File: src/inc/stspr_pkg.sv
// Package of constants and types for the status, poll and reset block
package stspr_pkg;
  localparam int SB_W = 8;
  localparam int GRP_W = 16;
  localparam int ERR_W = 8;
  localparam int ERR_DEPTH = 8;
  localparam int ERR_CNT_W = 4;
  localparam int VAL_W = 16;
  // Status summary byte field positions
  localparam int SB_ERRQ_BIT = 2;
  localparam int SB_GRPA_BIT = 3;
  localparam int SB_OBUF_BIT = 4;
  localparam int SB_EVSUM_BIT = 5;
  localparam int SB_RQS_BIT = 6;
  localparam int SB_OPER_BIT = 7;
  // Reset values
  localparam logic [SB_W-1:0] SB_RST = 8'h00;
  localparam logic [SB_W-1:0] MASK8_CLR = 8'h00;
  localparam logic [GRP_W-1:0] GRP_ENA_PRESET = 16'h0000;
  localparam logic [GRP_W-1:0] RISE_PRESET = 16'hFFFF;
  localparam logic [GRP_W-1:0] FALL_PRESET = 16'h0000;
  localparam logic [ERR_W-1:0] NO_ERROR_CODE = 8'h00;
  // Register selectors for queries and writes
  typedef enum logic [3:0] {
    STSPR_SEL_SUMMARY, STSPR_SEL_EVENT, STSPR_SEL_REQ_MASK, STSPR_SEL_EVT_MASK, STSPR_SEL_POLL_MASK,
    STSPR_SEL_A_EVT, STSPR_SEL_A_ENA, STSPR_SEL_A_PTR, STSPR_SEL_A_NTR, STSPR_SEL_A_COND,
    STSPR_SEL_O_EVT, STSPR_SEL_O_ENA, STSPR_SEL_O_PTR, STSPR_SEL_O_NTR, STSPR_SEL_O_COND,
    STSPR_SEL_IST
  } stspr_sel_t;
endpackage

File: src/rtl/stspr_core.sv
// Status reporting core: poll bit, weighted queries, error queue, reset sources
`timescale 1ns/1ps
//////////////////////////////////////////////////////////////////////////////
// Contract
// - The poll bit is the OR of poll mask AND status byte, bit 6 included, optionally inverted, on the allotted line.
// - One poll command makes up to eight devices answer at once, each driving only its own line.
// - The same combined poll bit answers an individual-status query without a poll.
// - Status byte and event status register are 8 bits, the two group registers 16 bits.
// - A query returns one number equal to the sum of the weights 2**n of the set bits.
// - Status byte bit 3 is the group A summary and bit 5 the event status summary.
// - An error pushes one queue entry unless eight are stored and no pop comes in that cycle, which sets overflow; err_count reports the entries stored.
// - Each next-error query pops one entry, and an empty queue answers code 0.
// - Power-on and device clear flush command processing and buffers, power-on also the queue.
// - Power-on with flag 1 zeroes status, events, masks; clear-status zeroes status, events, queue.
// - Preset and power-on with flag 1 zero group enables; preset leaves the 8-bit masks, which power-on with flag 1 zeroes.
// - Preset and power-on with flag 1 fill rising filters with ones and zero falling filters.
// - The output buffer clears on the first command of a line.
// - A service request rises when status bits 2,3,4,5 or 7 are set and enabled.
module stspr_core
  import stspr_pkg::*;
(
  input wire logic mclk,
  input wire logic rst_n,
  input wire logic power_on,
  input wire logic power_on_clear_flag,
  input wire logic dev_clear,
  input wire logic status_preset,
  input wire logic clear_status,
  input wire logic first_cmd_of_line,
  input wire logic [stspr_pkg::SB_W-1:0] event_set,
  input wire logic [stspr_pkg::GRP_W-1:0] group_a_cond_in,
  input wire logic [stspr_pkg::GRP_W-1:0] oper_cond_in,
  input wire logic obuf_not_empty,
  input wire logic wr_en,
  input wire stspr_pkg::stspr_sel_t wr_sel,
  input wire logic [stspr_pkg::VAL_W-1:0] wr_data,
  input wire logic poll_sense,
  input wire logic [2:0] poll_line,
  input wire logic poll_active,
  input wire logic rd_en,
  input wire stspr_pkg::stspr_sel_t rd_sel,
  output logic [stspr_pkg::VAL_W-1:0] rd_value,
  output logic rd_valid,
  input wire logic err_push,
  input wire logic [stspr_pkg::ERR_W-1:0] err_code,
  input wire logic err_pop,
  output logic [stspr_pkg::ERR_W-1:0] err_pop_code,
  output logic [stspr_pkg::ERR_CNT_W-1:0] err_count,
  output logic err_overflow,
  output logic [7:0] poll_data_out,
  output logic [7:0] poll_data_oe_n,
  output logic ist_bit,
  output logic srq,
  output logic flush_cmd_proc,
  output logic flush_in_buf,
  output logic flush_out_buf
);
  import stspr_pkg::*;

  logic [SB_W-1:0] event_status_reg;
  logic [SB_W-1:0] req_mask_reg;
  logic [SB_W-1:0] evt_mask_reg;
  logic [SB_W-1:0] poll_mask_reg;
  logic [GRP_W-1:0] a_evt_reg, a_ena_reg, a_ptr_reg, a_ntr_reg, a_cond_reg, a_sync_reg;
  logic [GRP_W-1:0] o_evt_reg, o_ena_reg, o_ptr_reg, o_ntr_reg, o_cond_reg, o_sync_reg;
  logic [SB_W-1:0] status_low;
  logic [SB_W-1:0] status_byte;
  logic full_clear;
  logic preset_all;
  logic status_clear;
  logic ist_next;
  logic [GRP_W-1:0] a_trans;
  logic [GRP_W-1:0] o_trans;
  logic errq_flush;

  //////////////////////////////////////////////////////////////////////////////
  // Clearing event decode
  assign full_clear = power_on && power_on_clear_flag;
  assign preset_all = full_clear || status_preset;
  assign status_clear = full_clear || clear_status;
  assign errq_flush = power_on || clear_status;

  always_ff @(posedge mclk) begin
    if (!rst_n) begin
      flush_cmd_proc <= 1'b0;
      flush_in_buf <= 1'b0;
      flush_out_buf <= 1'b0;
    end else begin
      flush_cmd_proc <= power_on || dev_clear;
      flush_in_buf <= power_on || dev_clear;
      flush_out_buf <= power_on || dev_clear || first_cmd_of_line;
    end
  end

  //////////////////////////////////////////////////////////////////////////////
  // Condition sampling and transition filters; set beats clear
  always_ff @(posedge mclk) begin
    if (!rst_n) begin
      a_sync_reg <= '0;
      a_cond_reg <= '0;
      o_sync_reg <= '0;
      o_cond_reg <= '0;
    end else begin
      a_sync_reg <= group_a_cond_in;
      a_cond_reg <= a_sync_reg;
      o_sync_reg <= oper_cond_in;
      o_cond_reg <= o_sync_reg;
    end
  end

  // Group condition registers are updated each cycle; edges come from last cycle
  logic [GRP_W-1:0] a_prev_reg, o_prev_reg;
  always_ff @(posedge mclk) begin
    if (!rst_n) begin
      a_prev_reg <= '0;
      o_prev_reg <= '0;
    end else begin
      a_prev_reg <= a_cond_reg;
      o_prev_reg <= o_cond_reg;
    end
  end

  assign a_trans = (a_cond_reg & ~a_prev_reg & a_ptr_reg) | (~a_cond_reg & a_prev_reg & a_ntr_reg);
  assign o_trans = (o_cond_reg & ~o_prev_reg & o_ptr_reg) | (~o_cond_reg & o_prev_reg & o_ntr_reg);

  always_ff @(posedge mclk) begin
    if (!rst_n) begin
      a_evt_reg <= '0;
      o_evt_reg <= '0;
      event_status_reg <= SB_RST;
    end else begin
      a_evt_reg <= (status_clear ? '0 : a_evt_reg) | a_trans;
      o_evt_reg <= (status_clear ? '0 : o_evt_reg) | o_trans;
      event_status_reg <= (status_clear ? SB_RST : event_status_reg) | event_set;
    end
  end

  //////////////////////////////////////////////////////////////////////////////
  // Writable masks and filters
  always_ff @(posedge mclk) begin
    if (!rst_n) begin
      req_mask_reg <= MASK8_CLR;
      evt_mask_reg <= MASK8_CLR;
      poll_mask_reg <= MASK8_CLR;
    end else if (full_clear) begin
      req_mask_reg <= MASK8_CLR;
      evt_mask_reg <= MASK8_CLR;
      poll_mask_reg <= MASK8_CLR;
    end else if (wr_en) begin
      case (wr_sel)
        STSPR_SEL_REQ_MASK: req_mask_reg <= wr_data[SB_W-1:0];
        STSPR_SEL_EVT_MASK: evt_mask_reg <= wr_data[SB_W-1:0];
        STSPR_SEL_POLL_MASK: poll_mask_reg <= wr_data[SB_W-1:0];
        default: ;
      endcase
    end
  end

  always_ff @(posedge mclk) begin
    if (!rst_n || preset_all) begin
      a_ena_reg <= GRP_ENA_PRESET;
      o_ena_reg <= GRP_ENA_PRESET;
      a_ptr_reg <= RISE_PRESET;
      o_ptr_reg <= RISE_PRESET;
      a_ntr_reg <= FALL_PRESET;
      o_ntr_reg <= FALL_PRESET;
    end else if (wr_en) begin
      case (wr_sel)
        STSPR_SEL_A_ENA: a_ena_reg <= wr_data;
        STSPR_SEL_A_PTR: a_ptr_reg <= wr_data;
        STSPR_SEL_A_NTR: a_ntr_reg <= wr_data;
        STSPR_SEL_O_ENA: o_ena_reg <= wr_data;
        STSPR_SEL_O_PTR: o_ptr_reg <= wr_data;
        STSPR_SEL_O_NTR: o_ntr_reg <= wr_data;
        default: ;
      endcase
    end
  end

  //////////////////////////////////////////////////////////////////////////////
  // Status summary byte
  always_comb begin
    status_low = SB_RST;
    status_low[SB_ERRQ_BIT] = (err_count != '0);
    status_low[SB_GRPA_BIT] = |(a_evt_reg & a_ena_reg);
    status_low[SB_OBUF_BIT] = obuf_not_empty;
    status_low[SB_EVSUM_BIT] = |(event_status_reg & evt_mask_reg);
    status_low[SB_OPER_BIT] = |(o_evt_reg & o_ena_reg);
  end

  // Summary bit formed apart so that it never reads its own output
  always_comb begin
    status_byte = status_low;
    status_byte[SB_RQS_BIT] = |(status_low & req_mask_reg);
  end

  always_ff @(posedge mclk) begin
    if (!rst_n) begin
      srq <= 1'b0;
    end else begin
      srq <= status_byte[SB_RQS_BIT];
    end
  end

  //////////////////////////////////////////////////////////////////////////////
  // Parallel poll and individual status
  assign ist_next = (|(poll_mask_reg & status_byte)) ^ ~poll_sense;

  always_ff @(posedge mclk) begin
    if (!rst_n) begin
      ist_bit <= 1'b0;
    end else begin
      ist_bit <= ist_next;
    end
  end

  genvar gi;
  generate
    for (gi = 0; gi < 8; gi++) begin : g_line
      always_ff @(posedge mclk) begin
        if (!rst_n) begin
          poll_data_out[gi] <= 1'b0;
          poll_data_oe_n[gi] <= 1'b1;
        end else begin
          poll_data_out[gi] <= ist_next;
          poll_data_oe_n[gi] <= !(poll_active && (poll_line == 3'(gi)));
        end
      end
    end
  endgenerate

  //////////////////////////////////////////////////////////////////////////////
  // Weighted queries: the binary value is the sum of 2**n over set bits
  always_ff @(posedge mclk) begin
    if (!rst_n) begin
      rd_value <= '0;
      rd_valid <= 1'b0;
    end else begin
      rd_valid <= rd_en;
      if (rd_en) begin
        case (rd_sel)
          STSPR_SEL_SUMMARY: rd_value <= {8'h00, status_byte};
          STSPR_SEL_EVENT: rd_value <= {8'h00, event_status_reg};
          STSPR_SEL_REQ_MASK: rd_value <= {8'h00, req_mask_reg};
          STSPR_SEL_EVT_MASK: rd_value <= {8'h00, evt_mask_reg};
          STSPR_SEL_POLL_MASK: rd_value <= {8'h00, poll_mask_reg};
          STSPR_SEL_A_EVT: rd_value <= a_evt_reg;
          STSPR_SEL_A_ENA: rd_value <= a_ena_reg;
          STSPR_SEL_A_PTR: rd_value <= a_ptr_reg;
          STSPR_SEL_A_NTR: rd_value <= a_ntr_reg;
          STSPR_SEL_A_COND: rd_value <= a_cond_reg;
          STSPR_SEL_O_EVT: rd_value <= o_evt_reg;
          STSPR_SEL_O_ENA: rd_value <= o_ena_reg;
          STSPR_SEL_O_PTR: rd_value <= o_ptr_reg;
          STSPR_SEL_O_NTR: rd_value <= o_ntr_reg;
          STSPR_SEL_O_COND: rd_value <= o_cond_reg;
          STSPR_SEL_IST: rd_value <= {15'h0000, ist_next};
          default: rd_value <= '0;
        endcase
      end
    end
  end

  //////////////////////////////////////////////////////////////////////////////
  // Error queue
  stspr_errq u_errq (
    .mclk(mclk),
    .rst_n(rst_n),
    .flush(errq_flush),
    .push(err_push),
    .push_code(err_code),
    .pop(err_pop),
    .pop_code(err_pop_code),
    .count(err_count),
    .overflow(err_overflow)
  );
endmodule

File: src/rtl/stspr_errq.sv
// Error queue: push on error, pop one entry per next-error query
`timescale 1ns/1ps
module stspr_errq
  import stspr_pkg::*;
(
  input wire logic mclk,
  input wire logic rst_n,
  input wire logic flush,
  input wire logic push,
  input wire logic [stspr_pkg::ERR_W-1:0] push_code,
  input wire logic pop,
  output logic [stspr_pkg::ERR_W-1:0] pop_code,
  output logic [stspr_pkg::ERR_CNT_W-1:0] count,
  output logic overflow
);
  logic [ERR_W-1:0] mem [ERR_DEPTH];
  logic [2:0] rd_reg;
  logic [2:0] wr_reg;
  logic do_push;
  logic do_pop;

  assign do_pop = pop && (count != '0);
  assign do_push = push && ((count != ERR_CNT_W'(ERR_DEPTH)) || do_pop);

  always_ff @(posedge mclk) begin
    if (do_push) begin
      mem[wr_reg] <= push_code;
    end
  end

  always_ff @(posedge mclk) begin
    if (!rst_n || flush) begin
      rd_reg <= '0;
      wr_reg <= '0;
      count <= '0;
    end else begin
      if (do_push) begin
        wr_reg <= wr_reg + 3'h1;
      end
      if (do_pop) begin
        rd_reg <= rd_reg + 3'h1;
      end
      count <= count + ERR_CNT_W'(do_push) - ERR_CNT_W'(do_pop);
    end
  end

  // Empty queue answers with the no-error code
  always_ff @(posedge mclk) begin
    if (!rst_n) begin
      pop_code <= NO_ERROR_CODE;
    end else if (pop) begin
      pop_code <= do_pop ? mem[rd_reg] : NO_ERROR_CODE;
    end
  end

  always_ff @(posedge mclk) begin
    if (!rst_n || flush) begin
      overflow <= 1'b0;
    end else if (push && !do_push) begin
      overflow <= 1'b1;
    end
  end
endmodule

File: config.mk
export PLATFORM = sky130hd
export DESIGN_NAME = stspr_core
export DESIGN_NICKNAME = d
export VERILOG_FILES = /design/src/inc/stspr_pkg.sv /design/src/rtl/stspr_core.sv /design/src/rtl/stspr_errq.sv
export SDC_FILE = /design/constraint.sdc
export NUM_CORES = 1
export LEC_CHECK = 0
export BUFFER_PORTS_ARGS = -buffer_cell sky130_fd_sc_hd__clkbuf_2
export CAP_MARGIN = 30
export CORE_ASPECT_RATIO = 1.75
export CORE_UTILIZATION = 30
export DETAILED_ROUTE_END_ITERATION = 8
export HOLD_SLACK_MARGIN = 0.02
export RECOVER_POWER = 50
export SLEW_MARGIN = 20
export SYNTH_ARGS = -nofsm -noshare
export SYNTH_HDL_FRONTEND = slang
export SYNTH_HIERARCHICAL = 1
export SYNTH_SLANG_ARGS = --single-unit
File: constraint.sdc
create_clock -name mclk -period 2.1 [get_ports mclk]
set_input_delay 0.525 -clock mclk [delete_from_list [all_inputs] [get_ports mclk]]
set_output_delay 0.525 -clock mclk [all_outputs]
set_load 0.01 [all_outputs]
==> flow_summary.json, run 1 <==
{
  "numCtsBuffers": 37,
  "grt_pass1_wl_um": 73970,
  "synth_edf_count": 64,
  "top_register": "u_errq/mem",
  "critical_path.top_delay_family": "adder cells",
  "rr_endpoint": "u_errq/count[1]",
  "seq_area_frac_synth": 0.5585,
  "required_ns": 2.51,
  "top_level_ports": 141,
  "totalWireLength_um": 49980,
  "setup_tns_ns": -0.005901,
  "n_antenna_cell": 0,
  "grt_max_degree": 65,
  "placementRows": 106,
  "syn_area_um2": 14450,
  "clkTransAtPathRegs_ns": 0.07,
  "portBuffers": 140,
  "slowest_stage": "fa_2",
  "cts_tree": "yes",
  "clkSinkCount": 371,
  "synth_area_leaders": "dfxtp_1 (43%), edfxtp_1 (13%), nand2_1 (5.7%), mux2i_1 (5.2%), and2_1 (4.3%)",
  "finalCriticalPeriod_ns": 2.106,
  "cp.arrival_ns": 2.52,
  "max-cap-violations": 0,
  "cp_cell_sequence": "inv_2, ha_2, and2b_1, buf_6, o21ai_4, mux2i_1, ha_2, inv_2, fa_2, nor2_1",
  "synth_fp_nets": 1547,
  "largest_reg_flops": 64,
  "violations": "setup timing",
  "placed_area_um2": 16670,
  "insertion_delay_ns": 0.55,
  "critPathCapture": "u_errq/count[1]",
  "sw_frac_of_total": 0.2294,
  "wire_per_inst_um": 21.76,
  "routed_via_density": 5.226,
  "cp-start-kind": "flop",
  "power_density_nw_per_um2": 868.7,
  "final_area_um2": 17960,
  "tightest_slew_ns": 1.378,
  "drtIter0Drc": 833,
  "slew_violations": 0,
  "finalWorstSetupSlack_ns": -0.005901,
  "cp_max_fo": 3,
  "p_int_mw": 12.02,
  "fmax_mhz": 474.9,
  "die_area_um2": 49070,
  "synth-seq-cells": 371,
  "crit_path_start": "u_errq/count[2]",
  "yosysTopAreaCell": "dfxtp_1",
  "cts_buffer_depth": 3,
  "drive_gt1_frac": 0.2202,
  "ir_worst_vdd_mv": 0.6727,
  "outcome": "finished with violations",
  "switching_power_mw": 3.578,
  "place.gp.congestion": 0.9700,
  "syn_to_final_growth_pct": 24.33,
  "netlist.area_leader.share": 0.4255,
  "dpl.hpwl_um": 36260,
  "die_w_um": 167.9,
  "max_stage_delay_ns": 0.51,
  "initial_core_util": 0.3034,
  "drc": 0,
  "first_global_vias": 11980,
  "final_cell_mix": "dfxtp_1 (303), nand2_1 (219), clkbuf_2 (135), buf_4 (122), a21oi_1 (101)",
  "cts-root-buf": "clkbuf_16",
  "grt.total_usage": 0.2035,
  "fin_crit_sh": 1.003,
  "crit_buf_inv": 3,
  "synth_ff_type": "dfxtp_1",
  "first_pass_iters": 7,
  "cp.depth": 10,
  "p_total_mw": 15.60,
  "crit_type": "flop to flop",
  "slew_headroom": 0.08144,
  "antenna_left": 0,
  "nets": 1773,
  "min_path_type": "input port to flop",
  "hold_buffers": 0,
  "coreArea_um2": 47610,
  "rsz0062_at_grt": "yes",
  "p_seq_frac": 0.482,
  "die_y_um": 292.3,
  "yosysWarnings": 6,
  "p_leak_nw": 6.801,
  "rr_worst_depth": 10,
  "postSynthAreaPerCell_um2": 9.969,
  "grt_overflow": 0,
  "vias": 12000,
  "async_reset_ff_frac": 0,
  "htree_num_levels": 2,
  "pre_cts_ws_ns": -0.1313,
  "layout_commonest_cell": "dfxtp_1",
  "reg2reg_from": "u_errq/count[2]",
  "antenna_found_initial": 3,
  "cp-end-kind": "flop",
  "fin_worst_skew_ns": 0.03721,
  "hold_viol_final": 0,
  "pwr-share-clk": 0.459,
  "finalSetupViolations": 1,
  "ys_types": 62,
  "combPwrFrac": 0.059,
  "netlist_instances": 1449,
  "ff2ff_setup_slack_ns": -0.006
}
through the flow:
step	utilization	hold slack [ns]	instances
2_1_floorplan	-	0.4119	1449
3_3_place_gp	0.3502	0.4144	2228
3_5_place_dp	0.3502	0.4179	2228
4_1_cts	0.3779	0.1500	2295
5_1_grt	0.3772	0.1682	2297
6_report	0.3772	0.1691	2297
worst min path at each step:
stage / from / to / slack (ns) / depth (start not counted)
final: group_a_cond_in[9] / a_sync_reg[9] / 0.17 / 2
after global routing: group_a_cond_in[3] / a_sync_reg[3] / 0.17 / 2
after CTS: group_a_cond_in[12] / a_sync_reg[12] / 0.15 / 2
after detailed placement: a_sync_reg[2] / a_cond_reg[2] / 0.42 / 1
after global placement: a_sync_reg[12] / a_cond_reg[12] / 0.41 / 1
after floorplan: a_sync_reg[0] / a_cond_reg[0] / 0.41 / 1
synth_stat cells, types with 2 or more instances:
| master | count |
|---|---|
| a21oi_1 | 102 |
| a221oi_1 | 20 |
| nor3_2 | 6 |
| nand2_1 | 219 |
| mux2i_1 | 75 |
| xor2_1 | 5 |
| o211ai_1 | 2 |
| edfxtp_1 | 64 |
| a31oi_1 | 3 |
| nor2b_1 | 43 |
| or3_1 | 3 |
| or2_2 | 5 |
| and2_1 | 100 |
| a22oi_1 | 60 |
| nor3_1 | 6 |
| a222oi_1 | 18 |
| and3_1 | 4 |
| a21o_1 | 2 |
| o21ai_1 | 2 |
| a211oi_1 | 3 |
| and4_1 | 9 |
| o21ai_0 | 45 |
| o221ai_1 | 2 |
| buf_4 | 11 |
| nand4_1 | 7 |
| inv_1 | 14 |
| clkbuf_1 | 62 |
| nor4_1 | 2 |
| buf_1 | 4 |
| dfxtp_1 | 307 |
| nor2_1 | 73 |
| nand3_1 | 46 |
| a22o_1 | 20 |
| a32o_1 | 8 |
| buf_2 | 14 |
| ha_1 | 7 |
| nor3b_1 | 3 |
| nor2_2 | 7 |
| nand3b_1 | 36 |
| nand2b_1 | 8 |
timing repair:
item                                    4_1_cts  5_1_grt
setup buffers                                 0        2
endpoints found under the setup margin        1       20
pin swaps                                     0        9
gates cloned                                  0        0
hold endpoints to repair                      0        0
gates resized for setup                       1       17
layout make-up:
type	instances	area, um^2
fillers	4741	29650
flip-flops and latches	371	8073
multi-input cells	972	5979
repair buffers	279	1795
clock buffers	46	999.7
well taps	594	743.2
clock inverters	21	316.6
inverters	14	52.55
metal layers:
layer  up-vias  global-route usage  share of wire
met5         -                   0        0.00046
met4         4              0.1705          0.093
met3       211             0.03229          0.056
met2       523              0.3771           0.52
met1      5688              0.1956           0.33
li1       5577                   -              -
cells by family after synthesis:
kind of cell | count (synthesis) | synth area share
AND/OR/NAND/NOR | 584 | 0.2059
flip-flops | 371 | 0.5585
multiplexers | 76 | 0.05275
XOR/XNOR | 6 | 0.003638
AO/OA/AOI/OAI | 298 | 0.1396
adder cells (fa/ha/maj) | 8 | 0.007449
buffers and inverters | 106 | 0.03213
worst reg2reg max path: stages (launching register included):
cell and delay (ns):
dfxtp_2 0.34, inv_2 0.05, ha_2 0.18, and2b_1 0.23
buf_6 0.11, o21ai_4 0.05, mux2i_1 0.21, ha_2 0.23
inv_2 0.04, fa_2 0.51, nor2_1 0.04
power groups by stage:
stage | Clock [mW] | Combinational, mW | Sequential, mW
2_1_floorplan | 0 | 0.444 | 7.63
3_3_place_gp | 0 | 0.928 | 7.67
3_5_place_dp | 0 | 0.942 | 7.67
4_1_cts | 7.30 | 0.945 | 7.51
5_1_grt | 7.57 | 0.998 | 7.53
6_report | 7.16 | 0.925 | 7.52
Note: power is estimated with default switching activity, not from simulation.
==> run 2: changes to the inputs <==
SYNTH_HIERARCHICAL = unset   (was 1)
==> run 2 against run 1 <==
Compared with the run above: sequential power about the same; die area decreased by 0.28%; the run still ends with setup timing left; register-to-register slack hardly changed; highest routed layer is now met4; combinational power rose by 8%; design area is 0.48% higher; critical path type unchanged; synthesized cell count fell by 0.69%; first-iteration DRC count is 22% higher.
==> flow_summary.json, run 2 <==
{
  "outcome": "finished with violations",
  "violations": "setup timing",
  "numCtsBuffers": 37,
  "final_cell_mix": "dfxtp_1 (296), nand2_1 (230), buf_4 (136), clkbuf_2 (131), a21oi_1 (99)",
  "min_delay_path_depth": 2,
  "critical_path.top_delay_family": "compound AO/OA/AOI/OAI gates",
  "seq_area_frac_synth": 0.5601,
  "totalWireLength_um": 54530,
  "finalWorstSetupSlack_ns": -0.007030,
  "fin_worst_skew_ns": 0.02234,
  "synth_fp_nets": 1538,
  "cp-end-kind": "flop",
  "top_register": "u_errq.mem",
  "grt_overflow": 0,
  "crit_type": "flop to flop",
  "synth-seq-cells": 371,
  "portBuffers": 140,
  "vias": 11990,
  "hold_buffers": 0,
  "fill_cells": 4595,
  "async_reset_ff_frac": 0,
  "worstHoldEndpoint": "a_sync_reg[3]",
  "cp.arrival_ns": 2.53,
  "die_area_um2": 48930,
  "cts-root-buf": "clkbuf_16",
  "stdcell_count": 2290,
  "p_total_mw": 15.43,
  "synthTopCellsByCount": "dfxtp_1 (307), nand2_1 (233), and2_1 (107)",
  "p_leak_nw": 6.885,
  "drtIter0Drc": 1017,
  "ys_types": 57,
  "dpl.cell_count": 2222,
  "grt_max_degree": 81,
  "drc": 0,
  "slew_headroom": 0.04991,
  "cts_tree": "yes",
  "rr_endpoint": "poll_data_out[7]",
  "yosysWarnings": 0,
  "initial_core_util": 0.3054,
  "crit_buf_inv": 0,
  "insertion_delay_ns": 0.55,
  "yosysMostFrequentCell": "dfxtp_1",
  "placed_area_um2": 16720,
  "top_level_ports": 141,
  "finalSetupViolations": 1,
  "wire_per_inst_um": 23.81,
  "slowest_stage": "dfxtp_1",
  "n_antenna_cell": 0,
  "finalCriticalPeriod_ns": 2.107,
  "fin_crit_sh": 1.003,
  "required_ns": 2.52,
  "reg2reg_from": "o_ena_reg[2]",
  "max-cap-violations": 0,
  "antenna_left": 0,
  "dpl.hpwl_um": 39910,
  "holdWs_ns": 0.1857,
  "yosysTopAreaCell": "dfxtp_1",
  "grt.total_usage": 0.2236,
  "cp-start-kind": "flop",
  "tightest_slew_ns": 1.425,
  "cp_max_fo": 3,
  "place.gp.congestion": 1.009,
  "hold_viol_final": 0,
  "power_density_nw_per_um2": 854.8,
  "grt_pass1_wl_um": 79700,
  "drive_gt1_frac": 0.2368,
  "fmax_mhz": 474.6,
  "syn_to_final_growth_pct": 25.28,
  "crit_path_start": "o_ena_reg[2]",
  "netlist_instances": 1439,
  "placementRows": 105,
  "cts_buffer_depth": 3,
  "first_global_vias": 12380,
  "routed_via_density": 5.237,
  "ir_worst_vdd_mv": 0.4952,
  "largest_reg_flops": 64,
  "min_path_type": "input port to flop",
  "synth_area_leaders": "dfxtp_1 (43%), edfxtp_1 (13%), nand2_1 (6.1%), and2_1 (4.6%), a21oi_1 (3.5%)",
  "clkSinkCount": 371,
  "hp-start": "group_a_cond_in[3]",
  "cp_cell_sequence": "a22o_1, a221oi_2, nand4_4, a221oi_4, o2111ai_2, xnor2_1, and2_1",
  "synth_ff_type": "dfxtp_1",
  "rr_worst_depth": 7,
  "coreArea_um2": 47160,
  "layout_commonest_cell": "dfxtp_1",
  "rsz0062_at_grt": "yes",
  "netlist.area_leader.share": 0.4266,
  "max_stage_delay_ns": 0.35,
  "first_pass_iters": 6,
  "nets": 1774,
  "antenna_found_initial": 0,
  "synth_edf_count": 64,
  "pre_cts_ws_ns": -0.3197,
  "postSynthAreaPerCell_um2": 10.01,
  "htree_num_levels": 2,
  "clkTransAtPathRegs_ns": 0.07,
  "syn_area_um2": 14410,
  "final_area_um2": 18050,
  "ff2ff_setup_slack_ns": -0.007,
  "slew_violations": 0,
  "die_y_um": 291.9,
  "die_w_um": 167.6
}
[run 2: cell types whose count changed after synthesis, sizes merged, moves of 4 or more]
cell / delta
a31oi: +5
nand2: +15
a22oi: -19
and2: +7
mux2i: -25
a32o: -8
and4: -7
mux4: +16
o22ai: +8
nand4: +4
inv: +6
a222oi: -4
a221oi: +6
[run 2: timing repair]
| action | in CTS | in global routing |
|---|---|---|
| setup endpoints to repair | 32 | 71 |
| pin swaps | 3 | 10 |
| setup buffers | 1 | 2 |
| resized for setup | 9 | 23 |
| endpoints found under the hold margin | 0 | 0 |
[run 2: how the worst max path moves through the flow]
| stage | end | slack, ns | cells past startpoint |
|---|---|---|---|
| after global routing | poll_data_out[7] | -0.08 | 7 |
| after CTS | poll_data_out[7] | 0.01 | 8 |
| after detailed placement | rd_value[4] | -0.32 | 8 |
| final | poll_data_out[7] | -0.007 | 7 |
| after global placement | rd_value[2] | -0.35 | 8 |
| after floorplan | u_errq.count[2] | 0.03 | 12 |
[run 2: layer usage]
| layer | global-route usage | vias up | routed length, um |
|---|---|---|---|
| met5 | 0 | - | 0 |
| met4 | 0.1804 | 0 | 4614 |
| met3 | 0.03117 | 180 | 2946 |
| met2 | 0.4129 | 513 | 28410 |
| met1 | 0.2212 | 5788 | 18560 |
| li1 | - | 5511 | - |
[run 2: stage by stage]
step           utilization  setup TNS (ns)
2_1_floorplan            -               0
3_3_place_gp        0.3543          -4.029
3_5_place_dp        0.3545          -3.225
4_1_cts             0.3819               0
5_1_grt             0.3826         -0.1674
6_report            0.3826       -0.007030
[run 2: cell families after synthesis]
kind of cell               Yosys count  synth area share
muxes                               66           0.05976
buffers and inverters              114           0.03361
DFF                                371            0.5601
xor gates and xnor gates             7          0.004256
adders and majority gates            9          0.008339
and+or+nand+nor                    596            0.2061
AOI/OAI and AO/OA                  276            0.1279
[run 2: layout make-up]
cell class                      instances  area (um^2)  area share
Sequential cell                       371         8082      0.4478
Clock buffer                           48         1050     0.05817
Inverter                               20        75.07    0.004160
Timing Repair Buffer                  291         1879      0.1041
Multi-Input combinational cell        954         6021      0.3336
Clock inverter                         18        203.9     0.01130
Tap cell                              588        735.7     0.04077
[run 2: worst register-to-register path: stages (launching register included)]
cell	delay [ns]
dfxtp_1	0.35
a22o_1	0.29
a221oi_2	0.29
nand4_4	0.20
a221oi_4	0.35
o2111ai_2	0.18
xnor2_1	0.17
and2_1	0.15
[run 2: power by group]
group	internal [mW]	switching [mW]	total (mW)
sequential	7.39	0.139	7.53
combinational	0.394	0.608	1.00
clock	3.95	2.94	6.89
total	11.7	3.69	15.4
==> run 3: changes to the inputs <==
CELL_PAD_IN_SITES_DETAIL_PLACEMENT = 1   (was unset)
CELL_PAD_IN_SITES_GLOBAL_PLACEMENT = 1   (was unset)
PLACE_DENSITY_LB_ADDON = 0.1   (was unset)
==> run 3 against run 2 <==
Compared with the run above: the run still ends with setup timing left; sequential power hardly changed; final cell count is 0.48% higher; register-to-register slack hardly changed; via count is 0.30% higher; first-iteration DRC count is 18% lower; design area is 1.0% higher; clock skew is 0.0015 ns higher; critical path depth stayed put; sequential share of layout area is 0.51 points lower; combinational power is 4% higher; critical endpoint unchanged; largest cell class unchanged.
==> flow_summary.json, run 3 (same netlist as run 2, synthesis figures left out) <==
{
  "initial_core_util": 0.3054,
  "top_level_ports": 141,
  "combPwrFrac": 0.066,
  "grt_pass1_wl_um": 85660,
  "drtIter0Drc": 835,
  "numCtsBuffers": 38,
  "cp_cell_sequence": "a22o_1, a221oi_2, nand4_2, a221oi_4, o2111ai_4, xnor2_2, and2_1",
  "cp-end-kind": "flop",
  "cp_max_fo": 3,
  "place.gp.congestion": 0.8853,
  "syn_to_final_growth_pct": 26.56,
  "antenna_left": 0,
  "cts_tree": "yes",
  "hold_viol_final": 0,
  "pwr-share-clk": 0.461,
  "placementRows": 105,
  "cts_buffer_depth": 3,
  "finalWorstSetupSlack_ns": -0.008446,
  "largest_reg_flops": 64,
  "grt_max_degree": 65,
  "slew_headroom": 0.1274,
  "dpl.hpwl_um": 42950,
  "ir_worst_vdd_mv": 0.5181,
  "sw_frac_of_total": 0.2343,
  "slowest_stage": "a221oi_4",
  "fin_worst_skew_ns": 0.02386,
  "p_int_mw": 12.17,
  "n_antenna_cell": 0,
  "fin_crit_sh": 1.004,
  "coreArea_um2": 47160,
  "max-cap-violations": 0,
  "routed_via_density": 5.227,
  "outcome": "finished with violations",
  "cp.arrival_ns": 2.55,
  "cp-start-kind": "flop",
  "htree_num_levels": 2,
  "p_total_mw": 15.89,
  "portBuffers": 140,
  "finalCriticalPeriod_ns": 2.108,
  "drc": 0,
  "antenna_found_initial": 0,
  "p_leak_nw": 7.009,
  "first_global_vias": 12700,
  "power_density_nw_per_um2": 871.8,
  "switching_power_mw": 3.723,
  "setup_tns_ns": -0.008446,
  "grt.total_usage": 0.2423,
  "min_path_type": "input port to flop",
  "finalSetupViolations": 1,
  "totalWireLength_um": 58750,
  "max_stage_delay_ns": 0.39,
  "fmax_mhz": 474.3,
  "die_w_um": 167.6,
  "clkSinkCount": 371,
  "grt_overflow": 0,
  "top_register": "u_errq.mem",
  "nets": 1782,
  "violations": "setup timing",
  "clkTransAtPathRegs_ns": 0.07,
  "required_ns": 2.54,
  "layout_commonest_cell": "dfxtp_1",
  "die_y_um": 291.9,
  "drive_gt1_frac": 0.2335,
  "vias": 12030,
  "crit_type": "flop to flop",
  "tightest_slew_ns": 1.309,
  "final_util": 0.3866,
  "first_pass_iters": 5,
  "p_seq_frac": 0.474,
  "rsz0062_at_grt": "yes",
  "final_cell_mix": "dfxtp_1 (304), nand2_1 (231), buf_4 (135), clkbuf_2 (132), a21oi_1 (100)",
  "wire_per_inst_um": 25.53,
  "die_area_um2": 48930,
  "insertion_delay_ns": 0.55,
  "slew_violations": 0,
  "cts-root-buf": "clkbuf_16"
}
run 3: cell types whose count changed in the layout (fill, tap and decap cells not counted), sizes merged:
cell,change
clkbuf,+7
bufinv,+2
clkinv,+4
inv,-5
clkinvlp,-4
buf,+7
run 3: power groups by stage:
stage / registers (mW) / clock network (mW) / logic [mW]
after CTS: 7.53 / 7.51 / 1.07
after detailed placement: 7.69 / 0 / 1.06
after floorplan: 7.63 / 0 / 0.472
after global routing: 7.54 / 7.76 / 1.13
final: 7.53 / 7.32 / 1.04
after global placement: 7.69 / 0 / 1.05
run 3: per-layer routing:
layer | vias up | share of wire | routed length (um) | global-route usage
li1 | 5532 | - | - | -
met1 | 6018 | 0.35 | 20340 | 0.2378
met2 | 341 | 0.54 | 31870 | 0.4667
met3 | 137 | 0.038 | 2261 | 0.03144
met4 | 0 | 0.073 | 4281 | 0.1622
met5 | - | 0 | 0 | 0
run 3: metrics by stage:
stage | worst slack [ns] | hold WS, ns | instances | instance area, um^2
finish | -0.008446 | 0.1762 | 2301 | 18230
global route | -0.1216 | 0.1870 | 2301 | 18230
CTS | -0.05705 | 0.1503 | 2299 | 18290
detailed placement | -0.3164 | 0.4194 | 2227 | 16900
global placement | -0.3460 | 0.4153 | 2226 | 16890
floorplan | 0.02845 | 0.4119 | 1439 | 14440
run 3: final timing paths:
kind	from	depth (start not counted)	slack, ns	to
min	oper_cond_in[3]	2	0.18	o_sync_reg[3]
min reg2reg	o_sync_reg[13]	1	0.43	o_cond_reg[13]
max	o_ena_reg[2]	7	-0.008	poll_data_out[7]
max reg2reg	o_ena_reg[2]	7	-0.008	poll_data_out[7]
run 3: worst max-delay path, delay by kind of cell, from the launching register on:
family          cells  cell delay (ns)
xor+xnor            1             0.18
compound gates      4             1.08
flops               1             0.35
simple gates        2             0.39
run 3: cell type report:
| class | count | area (um^2) |
|---|---|---|
| multi-input combinational | 954 | 5971 |
| fill | 5309 | 28930 |
| tap | 588 | 735.7 |
| timing repair buffer | 298 | 2042 |
| clock buffer | 55 | 1129 |
| inverter | 20 | 75.07 |
| clock inverter | 15 | 207.7 |
| sequential | 371 | 8071 |
run 3: timing repair:
item	CTS	global route
setup endpoints to repair	5	14
buffers inserted	2	2
gates resized for setup	8	10
pin swaps	8	4
hold buffers	0	0
cloned	0	0
